[config.mk]
export PLATFORM = sky130hd
export DESIGN_NAME = touch_report
export DESIGN_NICKNAME = d
export VERILOG_FILES = /design/src/verilog/touch_pkg.sv /design/src/verilog/second_timer.sv /design/src/verilog/touch_channel.sv /design/src/verilog/touch_report.sv
export SDC_FILE = /design/constraint.sdc
export NUM_CORES = 2
export LEC_CHECK = 0
export BUFFER_PORTS_ARGS = -buffer_cell sky130_fd_sc_hd__buf_4
export CORE_ASPECT_RATIO = 1.2
export CORE_UTILIZATION = 30
export DETAILED_ROUTE_END_ITERATION = 16
export PLACE_DENSITY_LB_ADDON = 0.1
export SYNTH_ARGS = -nofsm -noshare
export SYNTH_HDL_FRONTEND = slang
export SYNTH_SLANG_ARGS = --single-unit
[constraint.sdc]
create_clock -name clk_sys -period 60.1 [get_ports clk_sys]
set_clock_uncertainty 0.2 [all_clocks]
set_input_delay 3.005 -clock clk_sys [delete_from_list [all_inputs] [get_ports clk_sys]]
set_output_delay 3.005 -clock clk_sys [all_outputs]
set_load 0.05 [all_outputs]
[src/verilog/touch_pkg.sv]
// shared constants for the touch decision and reporting block
package touch_pkg;
	localparam int NUM_BTN = 8;
	localparam int NUM_CH = 9;
	localparam int PROX_CH = 8;
	localparam int TICK_W = 10;
	localparam int LVL_W = 12;
	localparam int IDX_W = 3;
	localparam int CNT_W = 3;
	localparam int AOI_W = 4;

	localparam logic [7:0] ADDR_BTN_STATUS = 8'h00;
	localparam logic [7:0] ADDR_PROX_STATUS = 8'h01;
	localparam logic [7:0] ADDR_BUTTON_CONFIG = 8'h22;
	localparam logic [7:0] ADDR_BUTTON_HYST = 8'h26;
	localparam logic [7:0] ADDR_STUCK_TIMEOUT = 8'h27;
	localparam logic [7:0] ADDR_STRONGEST_MARGIN = 8'h28;
	localparam logic [7:0] ADDR_LONG_PRESS = 8'h29;

	localparam logic [7:0] RST_BUTTON_CONFIG = 8'h70;
	localparam logic [7:0] RST_BUTTON_HYST = 8'h0a;
	localparam logic [7:0] RST_STUCK_TIMEOUT = 8'h00;
	localparam logic [7:0] RST_STRONGEST_MARGIN = 8'h80;
	localparam logic [7:0] RST_LONG_PRESS = 8'h00;

	localparam int CFG_MODE_LO = 6;
	localparam int CFG_IRQ_LO = 4;
	localparam int CFG_REL_DB = 3;
	localparam int CFG_TDB_LO = 0;
	localparam int STAT_PROX = 0;
	localparam int STAT_IRQ = 1;
	localparam int IRQ_ON_TOUCH = 0;
	localparam int IRQ_ON_RELEASE = 1;

	localparam logic [1:0] MODE_ALL = 2'h0;
	localparam logic [1:0] MODE_SINGLE = 2'h1;
	localparam logic [1:0] MODE_STRONGEST = 2'h2;

	localparam logic [2:0] TDB_MAX_CODE = 3'h3;
	localparam logic [2:0] REL_DB_SAMPLES = 3'h2;
	localparam logic [7:0] TIMER_OFF = 8'h00;
	localparam logic [3:0] AOI_IDLE = 4'h0;
	localparam logic [3:0] AOI_PROX = 4'h9;
	localparam int PCT_FULL = 100;

	localparam int ONE_SECOND_NS = 1000000000;
	localparam int CLK_PERIOD_NS = 5;
	localparam int SEC_CYCLES = ONE_SECOND_NS / CLK_PERIOD_NS;
endpackage

[src/verilog/second_timer.sv]
// whole-second timer, counts shared second ticks while running
`timescale 1ns/10ps
module second_timer
	import touch_pkg::*;
(
	input wire logic clk_sys,
	input wire logic rst_n,
	input wire logic run,
	input wire logic sec_pulse,
	input wire logic [7:0] limit,
	output logic expired
);
	typedef struct packed {
		logic [7:0] count;
		logic expired;
	} timer_state_t;

	timer_state_t s;
	timer_state_t next_s;

	// the second tick is free running, so the first second may be short
	always_comb begin
		next_s = s;
		if (!run || limit == TIMER_OFF) begin
			next_s = '0;
		end else if (sec_pulse && !s.expired) begin
			next_s.count = s.count + 8'h01;
			if (s.count + 8'h01 == limit) begin
				next_s.expired = 1'b1;
			end
		end
	end

	always_ff @(posedge clk_sys) begin
		if (!rst_n) begin
			s <= '0;
		end else begin
			s <= next_s;
		end
	end

	assign expired = s.expired;

	AST_TIMER_OFF: assert property (@(posedge clk_sys) disable iff (!rst_n)
		(limit == TIMER_OFF) |=> !expired) else $error("timer expired while disabled");
endmodule

[src/verilog/touch_channel.sv]
// per-sensor threshold, hysteresis, debounce and stuck-touch decision
`timescale 1ns/10ps
module touch_channel
	import touch_pkg::*;
(
	input wire logic clk_sys,
	input wire logic rst_n,
	input wire logic scan_tick,
	input wire logic sec_pulse,
	input wire logic [TICK_W-1:0] ticks,
	input wire logic [TICK_W-1:0] threshold,
	input wire logic [7:0] hyst_pct,
	input wire logic [2:0] touch_db,
	input wire logic release_db,
	input wire logic [7:0] stuck_limit,
	output logic touched,
	output logic comp_req
);
	typedef struct packed {
		logic touched;
		logic blocked;
		logic comp_req;
		logic [CNT_W-1:0] cnt;
	} chan_state_t;

	chan_state_t s;
	chan_state_t next_s;
	logic [LVL_W-1:0] hyst;
	logic [LVL_W-1:0] upper;
	logic [LVL_W-1:0] lower;
	logic above;
	logic below;
	logic stuck_exp;
	logic [CNT_W-1:0] touch_need;
	logic [CNT_W-1:0] cnt_inc;

	always_comb begin
		hyst = LVL_W'((18'(threshold) * 18'(hyst_pct)) / 18'(PCT_FULL));
		upper = LVL_W'(threshold) + hyst;
		lower = (LVL_W'(threshold) > hyst) ? LVL_W'(threshold) - hyst : '0;
	end

	assign above = LVL_W'(ticks) > upper;
	assign below = LVL_W'(ticks) < lower;
	// codes above the last documented one saturate at four samples
	assign touch_need = (touch_db > TDB_MAX_CODE) ? TDB_MAX_CODE + 3'h1 : touch_db + 3'h1;
	assign cnt_inc = s.cnt + 3'h1;

	second_timer u_stuck (
		.clk_sys(clk_sys),
		.rst_n(rst_n),
		.run(s.touched),
		.sec_pulse(sec_pulse),
		.limit(stuck_limit),
		.expired(stuck_exp)
	);

	always_comb begin
		next_s = s;
		next_s.comp_req = 1'b0;
		if (s.touched && stuck_exp) begin
			next_s.touched = 1'b0;
			next_s.blocked = 1'b1;
			next_s.comp_req = 1'b1;
			next_s.cnt = '0;
		end else if (scan_tick) begin
			if (!s.touched) begin
				if (s.blocked) begin
					// a held finger must lift before it can count again
					next_s.blocked = !below;
					next_s.cnt = '0;
				end else if (above) begin
					if (cnt_inc >= touch_need) begin
						next_s.touched = 1'b1;
						next_s.cnt = '0;
					end else begin
						next_s.cnt = cnt_inc;
					end
				end else begin
					next_s.cnt = '0;
				end
			end else if (below) begin
				if (!release_db || cnt_inc >= REL_DB_SAMPLES) begin
					next_s.touched = 1'b0;
					next_s.cnt = '0;
				end else begin
					next_s.cnt = cnt_inc;
				end
			end else begin
				next_s.cnt = '0;
			end
		end
	end

	always_ff @(posedge clk_sys) begin
		if (!rst_n) begin
			s <= '0;
		end else begin
			s <= next_s;
		end
	end

	assign touched = s.touched;
	assign comp_req = s.comp_req;

	AST_RELEASE_FAST: assert property (@(posedge clk_sys) disable iff (!rst_n)
		(scan_tick && s.touched && below && !release_db) |=> !touched)
		else $error("release not taken on first low sample");
	AST_DEBOUNCE_TWO: assert property (@(posedge clk_sys) disable iff (!rst_n)
		($rose(touched) && $past(touch_db) == 3'h1) |-> $past(s.cnt) == 3'h1 && $past(above))
		else $error("touch validated before two qualifying samples");
	AST_STUCK_RELEASE: assert property (@(posedge clk_sys) disable iff (!rst_n)
		(s.touched && stuck_exp) |=> !touched && comp_req ##1 !comp_req)
		else $error("stuck touch not released with one compensation pulse");
endmodule

[src/verilog/touch_report.sv]
// button and proximity decision, selection and reporting
// Contract
// stuck timeout 0 is off, 1..255 gives seconds, buttons and proximity alike.
// strongest margin used only in Strongest mode; proximity never selected as strongest.
// another button wins only when it beats the current one by the margin (default 128).
// long-press limit cuts analog output in Single mode only; proximity never starts it.
// touch debounce counts once ticks exceed threshold plus hysteresis.
// touch debounce field one needs two consecutive qualifying samples.
// release debounce bit clear releases on first sample below threshold minus hysteresis.
// All mode reports every touched button together with proximity.
// Single mode reports one touch and proximity, ignores others until it releases.
// Strongest mode moves the report to a sensor rising above the reported one.
// Single/Strongest analog output implies proximity under a button, never separately.
// interrupt on touch, release or both as configured.
// All mode analog idle; buzzer follows buttons; LEDs follow buttons and proximity.
// mode field 00 All, 01 Single (default), 10 Strongest, 11 reserved.
// interrupt field 00 masked, 01 touch, 10 release, 11 both (default).
// touch debounce 00 none, 01..11 gives 2, 3 or 4 samples per scan.
// stuck timeout expiry compensates, releases the button, later touches report normally.
`timescale 1ns/10ps
module touch_report
	import touch_pkg::*;
#(
	parameter int SECOND_CYCLES = SEC_CYCLES
) (
	input wire logic clk_sys,
	input wire logic rst_n,
	input wire logic scan_tick,
	input wire logic [NUM_CH-1:0][TICK_W-1:0] ticks,
	input wire logic [NUM_CH-1:0][TICK_W-1:0] thresholds,
	input wire logic [7:0] prox_hyst_pct,
	input wire logic [7:0] reg_addr,
	input wire logic [7:0] reg_wdata,
	input wire logic reg_wr,
	input wire logic reg_rd,
	output logic [7:0] reg_rdata,
	output logic irq_out_n,
	output logic [NUM_CH-1:0] led_out,
	output logic buzzer_out,
	output logic [AOI_W-1:0] aoi_level,
	output logic comp_req
);
	typedef struct packed {
		logic [7:0] button_config;
		logic [7:0] button_hyst;
		logic [7:0] stuck_timeout;
		logic [7:0] strongest_margin;
		logic [7:0] long_press_limit;
		logic sel_valid;
		logic [IDX_W-1:0] sel_idx;
		logic [NUM_BTN-1:0] rep_btn;
		logic rep_prox;
		logic irq_pend;
		logic irq_n;
		logic [NUM_CH-1:0] led;
		logic buzzer;
		logic [AOI_W-1:0] aoi;
		logic comp;
		logic [7:0] rdata;
		logic [31:0] sec_cnt;
		logic sec_pulse;
	} top_state_t;

	top_state_t s;
	top_state_t next_s;
	logic [NUM_CH-1:0] touched;
	logic [NUM_CH-1:0] chan_comp;
	logic [1:0] mode;
	logic [1:0] irq_sel;
	logic lp_run;
	logic lp_exp;
	logic best_valid;
	logic [IDX_W-1:0] best_idx;
	logic [IDX_W-1:0] low_idx;
	logic any_btn;
	logic sel_held;
	logic over_margin;
	logic status_read;

	assign mode = s.button_config[CFG_MODE_LO +: 2];
	assign irq_sel = s.button_config[CFG_IRQ_LO +: 2];
	assign any_btn = |touched[NUM_BTN-1:0];
	assign sel_held = s.sel_valid && touched[s.sel_idx];
	assign status_read = reg_rd && reg_addr == ADDR_BTN_STATUS;

	for (genvar c = 0; c < NUM_CH; c++) begin : g_ch
		touch_channel u_ch (
			.clk_sys(clk_sys),
			.rst_n(rst_n),
			.scan_tick(scan_tick),
			.sec_pulse(s.sec_pulse),
			.ticks(ticks[c]),
			.threshold(thresholds[c]),
			.hyst_pct((c == PROX_CH) ? prox_hyst_pct : s.button_hyst),
			.touch_db(s.button_config[CFG_TDB_LO +: 3]),
			.release_db(s.button_config[CFG_REL_DB]),
			.stuck_limit(s.stuck_timeout),
			.touched(touched[c]),
			.comp_req(chan_comp[c])
		);
	end

	// proximity never starts the timer: it runs only on a held button report
	assign lp_run = (mode == MODE_SINGLE) && sel_held;

	second_timer u_long_press (
		.clk_sys(clk_sys),
		.rst_n(rst_n),
		.run(lp_run),
		.sec_pulse(s.sec_pulse),
		.limit(s.long_press_limit),
		.expired(lp_exp)
	);

	// scan buttons only; proximity is left out of both searches
	always_comb begin
		best_valid = 1'b0;
		best_idx = '0;
		low_idx = '0;
		for (int i = 0; i < NUM_BTN; i++) begin
			if (touched[i] && (!best_valid || ticks[i] > ticks[best_idx])) begin
				best_valid = 1'b1;
				best_idx = IDX_W'(i);
			end
		end
		for (int i = NUM_BTN - 1; i >= 0; i--) begin
			if (touched[i]) begin
				low_idx = IDX_W'(i);
			end
		end
	end

	// margin kept wide so 1023 ticks plus 255 cannot wrap
	assign over_margin = best_valid && best_idx != s.sel_idx &&
		LVL_W'(ticks[best_idx]) >= LVL_W'(ticks[s.sel_idx]) + LVL_W'(s.strongest_margin);

	always_comb begin
		logic touch_ev;
		logic rel_ev;
		touch_ev = 1'b0;
		rel_ev = 1'b0;
		next_s = s;

		next_s.sec_pulse = 1'b0;
		if (s.sec_cnt >= 32'(SECOND_CYCLES - 1)) begin
			next_s.sec_cnt = '0;
			next_s.sec_pulse = 1'b1;
		end else begin
			next_s.sec_cnt = s.sec_cnt + 32'h1;
		end

		if (reg_wr) begin
			case (reg_addr)
				ADDR_BUTTON_CONFIG: next_s.button_config = reg_wdata;
				ADDR_BUTTON_HYST: next_s.button_hyst = reg_wdata;
				ADDR_STUCK_TIMEOUT: next_s.stuck_timeout = reg_wdata;
				ADDR_STRONGEST_MARGIN: next_s.strongest_margin = reg_wdata;
				ADDR_LONG_PRESS: next_s.long_press_limit = reg_wdata;
				default: ;
			endcase
		end

		case (mode)
			MODE_SINGLE: begin
				if (!sel_held) begin
					next_s.sel_valid = any_btn;
					next_s.sel_idx = low_idx;
				end
			end
			MODE_STRONGEST: begin
				if (!sel_held) begin
					next_s.sel_valid = best_valid;
					next_s.sel_idx = best_idx;
				end else if (over_margin) begin
					next_s.sel_idx = best_idx;
				end
			end
			default: begin
				// reserved code behaves as All
				next_s.sel_valid = 1'b0;
				next_s.sel_idx = '0;
			end
		endcase

		if (mode == MODE_SINGLE || mode == MODE_STRONGEST) begin
			next_s.rep_btn = next_s.sel_valid ? NUM_BTN'(1) << next_s.sel_idx : '0;
		end else begin
			next_s.rep_btn = touched[NUM_BTN-1:0];
		end
		next_s.rep_prox = touched[PROX_CH];

		touch_ev = |(next_s.rep_btn & ~s.rep_btn) || (next_s.rep_prox && !s.rep_prox);
		rel_ev = |(~next_s.rep_btn & s.rep_btn) || (!next_s.rep_prox && s.rep_prox);
		// a new event in the cycle of the status read keeps the interrupt pending
		next_s.irq_pend = (s.irq_pend && !status_read) ||
			(touch_ev && irq_sel[IRQ_ON_TOUCH]) ||
			(rel_ev && irq_sel[IRQ_ON_RELEASE]);
		next_s.irq_n = !next_s.irq_pend;

		next_s.led = touched;
		next_s.buzzer = |next_s.rep_btn;
		next_s.comp = |chan_comp;

		if (mode == MODE_SINGLE || mode == MODE_STRONGEST) begin
			if (s.sel_valid) begin
				// an expired long press goes idle, not to proximity
				next_s.aoi = (lp_exp && mode == MODE_SINGLE) ? AOI_IDLE :
					AOI_W'(s.sel_idx) + 4'h1;
			end else if (touched[PROX_CH]) begin
				next_s.aoi = AOI_PROX;
			end else begin
				next_s.aoi = AOI_IDLE;
			end
		end else begin
			next_s.aoi = AOI_IDLE;
		end

		if (reg_rd) begin
			case (reg_addr)
				ADDR_BTN_STATUS: next_s.rdata = s.rep_btn;
				ADDR_PROX_STATUS: begin
					next_s.rdata = '0;
					next_s.rdata[STAT_PROX] = s.rep_prox;
					next_s.rdata[STAT_IRQ] = s.irq_pend;
				end
				ADDR_BUTTON_CONFIG: next_s.rdata = s.button_config;
				ADDR_BUTTON_HYST: next_s.rdata = s.button_hyst;
				ADDR_STUCK_TIMEOUT: next_s.rdata = s.stuck_timeout;
				ADDR_STRONGEST_MARGIN: next_s.rdata = s.strongest_margin;
				ADDR_LONG_PRESS: next_s.rdata = s.long_press_limit;
				default: next_s.rdata = '0;
			endcase
		end
	end

	always_ff @(posedge clk_sys) begin
		if (!rst_n) begin
			s <= '0;
			s.button_config <= RST_BUTTON_CONFIG;
			s.button_hyst <= RST_BUTTON_HYST;
			s.stuck_timeout <= RST_STUCK_TIMEOUT;
			s.strongest_margin <= RST_STRONGEST_MARGIN;
			s.long_press_limit <= RST_LONG_PRESS;
			s.irq_n <= 1'b1;
		end else begin
			s <= next_s;
		end
	end

	assign reg_rdata = s.rdata;
	assign irq_out_n = s.irq_n;
	assign led_out = s.led;
	assign buzzer_out = s.buzzer;
	assign aoi_level = s.aoi;
	assign comp_req = s.comp;

	AST_TOUCH_IRQ: assert property (@(posedge clk_sys) disable iff (!rst_n)
		($past(irq_sel[IRQ_ON_TOUCH]) && |(s.rep_btn & ~$past(s.rep_btn))) |-> !irq_out_n)
		else $error("touch report raised no interrupt");
	AST_IRQ_MASKED: assert property (@(posedge clk_sys) disable iff (!rst_n)
		(irq_sel == 2'h0 && irq_out_n) |=> irq_out_n)
		else $error("masked interrupt fired");
	AST_ALL_AOI_IDLE: assert property (@(posedge clk_sys) disable iff (!rst_n)
		(mode == MODE_ALL) |=> aoi_level == AOI_IDLE)
		else $error("analog output not idle in All mode");
	AST_ALL_REPORT: assert property (@(posedge clk_sys) disable iff (!rst_n)
		(mode == MODE_ALL) |=> s.rep_btn == $past(touched[NUM_BTN-1:0]))
		else $error("All mode lost a simultaneous touch");
	AST_ONE_REPORTED: assert property (@(posedge clk_sys) disable iff (!rst_n)
		(mode == MODE_SINGLE || mode == MODE_STRONGEST) |=> $onehot0(s.rep_btn))
		else $error("more than one button reported");
	AST_SINGLE_HOLD: assert property (@(posedge clk_sys) disable iff (!rst_n)
		(mode == MODE_SINGLE && sel_held && !reg_wr) |=> $stable(s.sel_idx) && s.sel_valid)
		else $error("single report moved while first touch held");
	AST_MARGIN_HOLD: assert property (@(posedge clk_sys) disable iff (!rst_n)
		(mode == MODE_STRONGEST && sel_held && !over_margin && !reg_wr) |=> $stable(s.sel_idx))
		else $error("strongest switched without margin");
	AST_PROX_IMPLIED: assert property (@(posedge clk_sys) disable iff (!rst_n)
		(mode != MODE_ALL && s.sel_valid) |=> aoi_level != AOI_PROX)
		else $error("proximity shown on analog output under a button");
	AST_LONG_PRESS_IDLE: assert property (@(posedge clk_sys) disable iff (!rst_n)
		(mode == MODE_SINGLE && s.sel_valid && lp_exp) |=> aoi_level == AOI_IDLE)
		else $error("analog output held after long press limit");
	AST_BUZZ_BUTTONS: assert property (@(posedge clk_sys) disable iff (!rst_n)
		buzzer_out == (s.rep_btn != '0))
		else $error("buzzer does not follow button reports");
	AST_RELEASE_IRQ: assert property (@(posedge clk_sys) disable iff (!rst_n)
		($past(irq_sel[IRQ_ON_RELEASE]) && |(~s.rep_btn & $past(s.rep_btn))) |-> !irq_out_n)
		else $error("release report raised no interrupt");
	AST_READ_CLEARS: assert property (@(posedge clk_sys) disable iff (!rst_n)
		(status_read && next_s.rep_btn == s.rep_btn && next_s.rep_prox == s.rep_prox) |=> irq_out_n)
		else $error("status read left the interrupt pending");
	AST_PROX_AOI: assert property (@(posedge clk_sys) disable iff (!rst_n)
		(mode == MODE_SINGLE && !s.sel_valid && touched[PROX_CH]) |=> aoi_level == AOI_PROX)
		else $error("proximity alone not shown on analog output");
	AST_LONG_PRESS_OFF: assert property (@(posedge clk_sys) disable iff (!rst_n)
		(s.long_press_limit == TIMER_OFF) |=> !lp_exp)
		else $error("long press expired while disabled");
	AST_RESERVED_ALL: assert property (@(posedge clk_sys) disable iff (!rst_n)
		(mode == 2'h3) |=> s.rep_btn == $past(touched[NUM_BTN-1:0]) && aoi_level == AOI_IDLE)
		else $error("reserved mode does not behave as All");
endmodule

==> results.txt <==
- The flow ran to the end, and the final reports show no timing, DRC or antenna violations.
- Slack of the worst reg-to-reg path: 35.57 ns
- Seq cells post-synth: 254
* Category of the worst setup path capture point: flip-flop
- In this run, CTS created clock tree buffers numbering 35.
* Number of synthesized flops with an enable pin: 0
* Crit share post-route: 0.467
- Total Wirelength: 271 mm
* Max-slew violation total from the final report: 0
- The number of global-route vias before repair was 71300.
* Timing-limited maximum frequency: 0.0357 GHz
- Top_reg_cell synth: sky130_fd_sc_hd__dfxtp_1
- Layout cells sized above 1: 0.0770
- Met3 Resource Use GR: 0.0138
- The tree is rooted in a sky130_fd_sc_hd__clkbuf_16.
- In this run the worst path has a maximum fanout of 30.
- The worst path needs 28.04 ns of the cycle, external delays included.
- STA puts the critical path data required time at 60.35 ns.
* # Post-CTS Setup Buffers: 0
* Largest area contributor in the synthesized netlist: sky130_fd_sc_hd__ha_1
- Initial core utilization: 0.303
- Tracing the worst setup path back leads to its startpoint at ticks[1].
- For the pin with the worst max-slew slack, the measured transition is 1.30 ns.
- Yosys printed 0 warnings.
- # nets final: 11300
- Dividing the detail-routed via count by the number of cells gives 5.50.
* Chip height: 548 um
- Max-cap violations in this run came to 0.
- Met2 Track Usage GR: 0.375
- Avg Cell Area, Syn: 7.55 um^2
- Aggregate global-route resource usage: 0.210
- Wire length of the first global-routing pass: 421 mm
- The worst register-to-register path ends at s[57].
* # hold bufs at CTS: 0
- Buf/Inv on CP: 8
* Remaining Overflow, GRT: 0
* Logic depth of the worst register-to-register path: 105
- Mapped cell area: 74400 um^2
- In this run the core area contains 199 standard-cell rows.
* Synth area leaders: sky130_fd_sc_hd__ha_1 14%, sky130_fd_sc_hd__fa_1 12%, sky130_fd_sc_hd__dfxtp_1 6.8%, sky130_fd_sc_hd__and2_1 5.1%, sky130_fd_sc_hd__nand2_1 4.6%
* Initial antenna violation count: 37
* Hold crit path type: flip-flop to flip-flop
- In this run the most critical hold path is launched from s[1].
- CP top delay family: compound AO/OA/AOI/OAI gates
- Number of resized instances in the post-cts repair step: 0
- Once detailed placement completed, the half-perimeter wirelength came to 221 mm.
* Top-level I/O count: 233
- The share of the Yosys chip area taken by registers is 0.0683.
* Total core area: 246000 um^2
* Most heavily used metal layer in global routing: met2
- 1st-iter DRT viols: 4320
- For this run, design rule violations remaining after detail routing come to 0.
* Clock Tree Buf Depth: 3
- Number of H-tree levels: 2
- The share of synthesized area in the top cell type comes to 0.142.
- For this run, global-route usage on met1 was measured as 0.266.
* Largest net degree at the start of global routing: 57
- The startpoint identified for the worst register-to-register timing path is g_ch[0].u_ch.touched.
* Ranking of synthesized cells by instance count: 904 x sky130_fd_sc_hd__nand2_1, 875 x sky130_fd_sc_hd__inv_1, 842 x sky130_fd_sc_hd__ha_1
* Most repeated library cell on the critical path: sky130_fd_sc_hd__a21oi_1
* Worst slew margin relative to its limit: 0.129
* Setup repair after global routing missed its margin: no
- Distinct cells, synth: 158
- The final count of hold timing violations came to 0.
- For this block, the via count after detailed routing is 71800.
* Number of sinks on the clock net: 254
- Clock insertion delay at the later pin of the skew report: 0.56 ns
- On the critical path, the stage with the largest delay is an instance of sky130_fd_sc_hd__nor2_1.
- Category of the critical setup timing path: input port to flip-flop
* Kind of start point of the critical path: input port
- The critical path runs through a total of 115 cells.
- Measured along the x axis, the die boundary spans 457 um.
* End point of the critical path: s[57]
- Routed wire per std cell: 20.7 um
* Number of optimization iterations in the first detailed-route pass: 8
* Fin Setup TNS: 0 ns
* Buffers added on ports: 232
- Delay of the slowest critical-path stage: 0.85 ns
- At the end of routability-driven placement, the weighted congestion stood at 0.889.
- Post-Syn Instances: 9859
- For this run, asynchronously set or reset flops after synthesis account for 0.
- For the worst setup path, the data arrival time is 28.29 ns.
- Clock-pin slew was measured on the worst setup and hold paths at 0.06 ns.
- TritonCTS built the clock tree.
- Number of setup violations in the final report: 0
- Area growth from synthesis to layout: 7.91%
- Count of nets left with antenna violations after detail routing: 0
- Die area: 250000 um^2
- sky130_fd_sc_hd__nand2_1 is the most common cell in the netlist.
## cell type report
| cell class | instances | area (um^2) |
|---|---|---|
| fill | 26200 | 165000 |
| multi-input combinational | 8328 | 64400 |
| sequential | 254 | 5120 |
| tap | 3216 | 4020 |
| inverter | 895 | 3370 |
| timing repair buffer | 305 | 2290 |
| clock buffer | 51 | 1010 |
| clock inverter | 11 | 116 |
| antenna | 14 | 35.0 |
## registers in the layout (all words and copies together) (netlist names)
name                       flops
irq_out_n                      1
g_ch.u_ch.s                   36
g_ch.u_ch.u_stuck.expired      9
s                             83
u_long_press.expired           1
reg_rdata                      8
mode                           2
g_ch.u_ch.u_stuck.s           72
irq_sel                        2
aoi_level                      4
u_long_press.s                 8
comp_req                       1
buzzer_out                     1
led_out                        8
g_ch.u_ch.comp_req             9
g_ch.u_ch.touched              9
## worst reg2reg max path, delay by kind of cell (launching register included)
kind	cells	cell delay, ns
buf+inv	7	1.51
mux	6	2.14
simple gates	26	5.42
compound gates	59	12.92
fa+ha+maj	7	1.96
flops	1	0.30
## worst min path at each step
stage | endpoint | cells after the start
2_1_floorplan | s[1] | 1
3_3_place_gp | s[1] | 1
3_5_place_dp | s[1] | 1
4_1_cts | s[1] | 1
5_1_grt | s[1] | 1
6_report | s[1] | 1
## per-layer routing
metal / vias up / wire length, um / part of all wire
met5: - / 107 / 0.00040
met2: 1485 / 132000 / 0.49
met4: 18 / 9710 / 0.036
li1: 35000 / - / -
met1: 35100 / 120000 / 0.44
met3: 293 / 9060 / 0.033
## cell usage in the layout, fill, tap and decap left out, drive strengths merged, types with 33 or more instances in the layout
| cell | count |
|---|---|
| a2111oi | 42 |
| nor3 | 208 |
| buf | 305 |
| nand2b | 115 |
| xnor2 | 390 |
| nand4 | 124 |
| a211oi | 123 |
| a21o | 144 |
| fa | 451 |
| o31ai | 79 |
| dfxtp | 254 |
| and3 | 129 |
| or3 | 62 |
| o21bai | 71 |
| nor2b | 86 |
| inv | 897 |
| o211a | 33 |
| o22ai | 66 |
| nor2 | 780 |
| o21a | 91 |
| nand3 | 248 |
| a21oi | 623 |
| o311ai | 41 |
| and2 | 614 |
| mux2 | 63 |
| nand2 | 905 |
| clkbuf | 51 |
| xor2 | 256 |
| mux2i | 147 |
| o211ai | 145 |
| a22oi | 38 |
| ha | 842 |
| or2 | 75 |
| o21ai | 477 |
| a211o | 50 |
| nor4 | 84 |
| a31oi | 123 |
## cells by family after synthesis
kind of cell,share of synthesized area
AOI/OAI and AO/OA,0.244
xor gates and xnor gates,0.0772
adders and majority gates,0.266
buffers and inverters,0.0676
DFF,0.0683
muxes,0.0361
other,0.0000504
and+or+nand+nor,0.241
## metrics by stage
step,util,instance area [um^2],cells,hold WS (ns),setup slack (ns)
2_1_floorplan,-,74400,9862,0.226,36.60
3_3_place_gp,0.322,79200,13000,0.239,31.65
3_5_place_dp,0.322,79200,13000,0.253,31.76
4_1_cts,0.327,80300,13100,0.265,32.25
5_1_grt,0.327,80300,13100,0.300,30.08
6_report,0.327,80300,13100,0.260,32.06
Power is left out: the tool's default activity adds up to more than one toggle a clock period on the data nets, which glitch-free logic cannot reach.
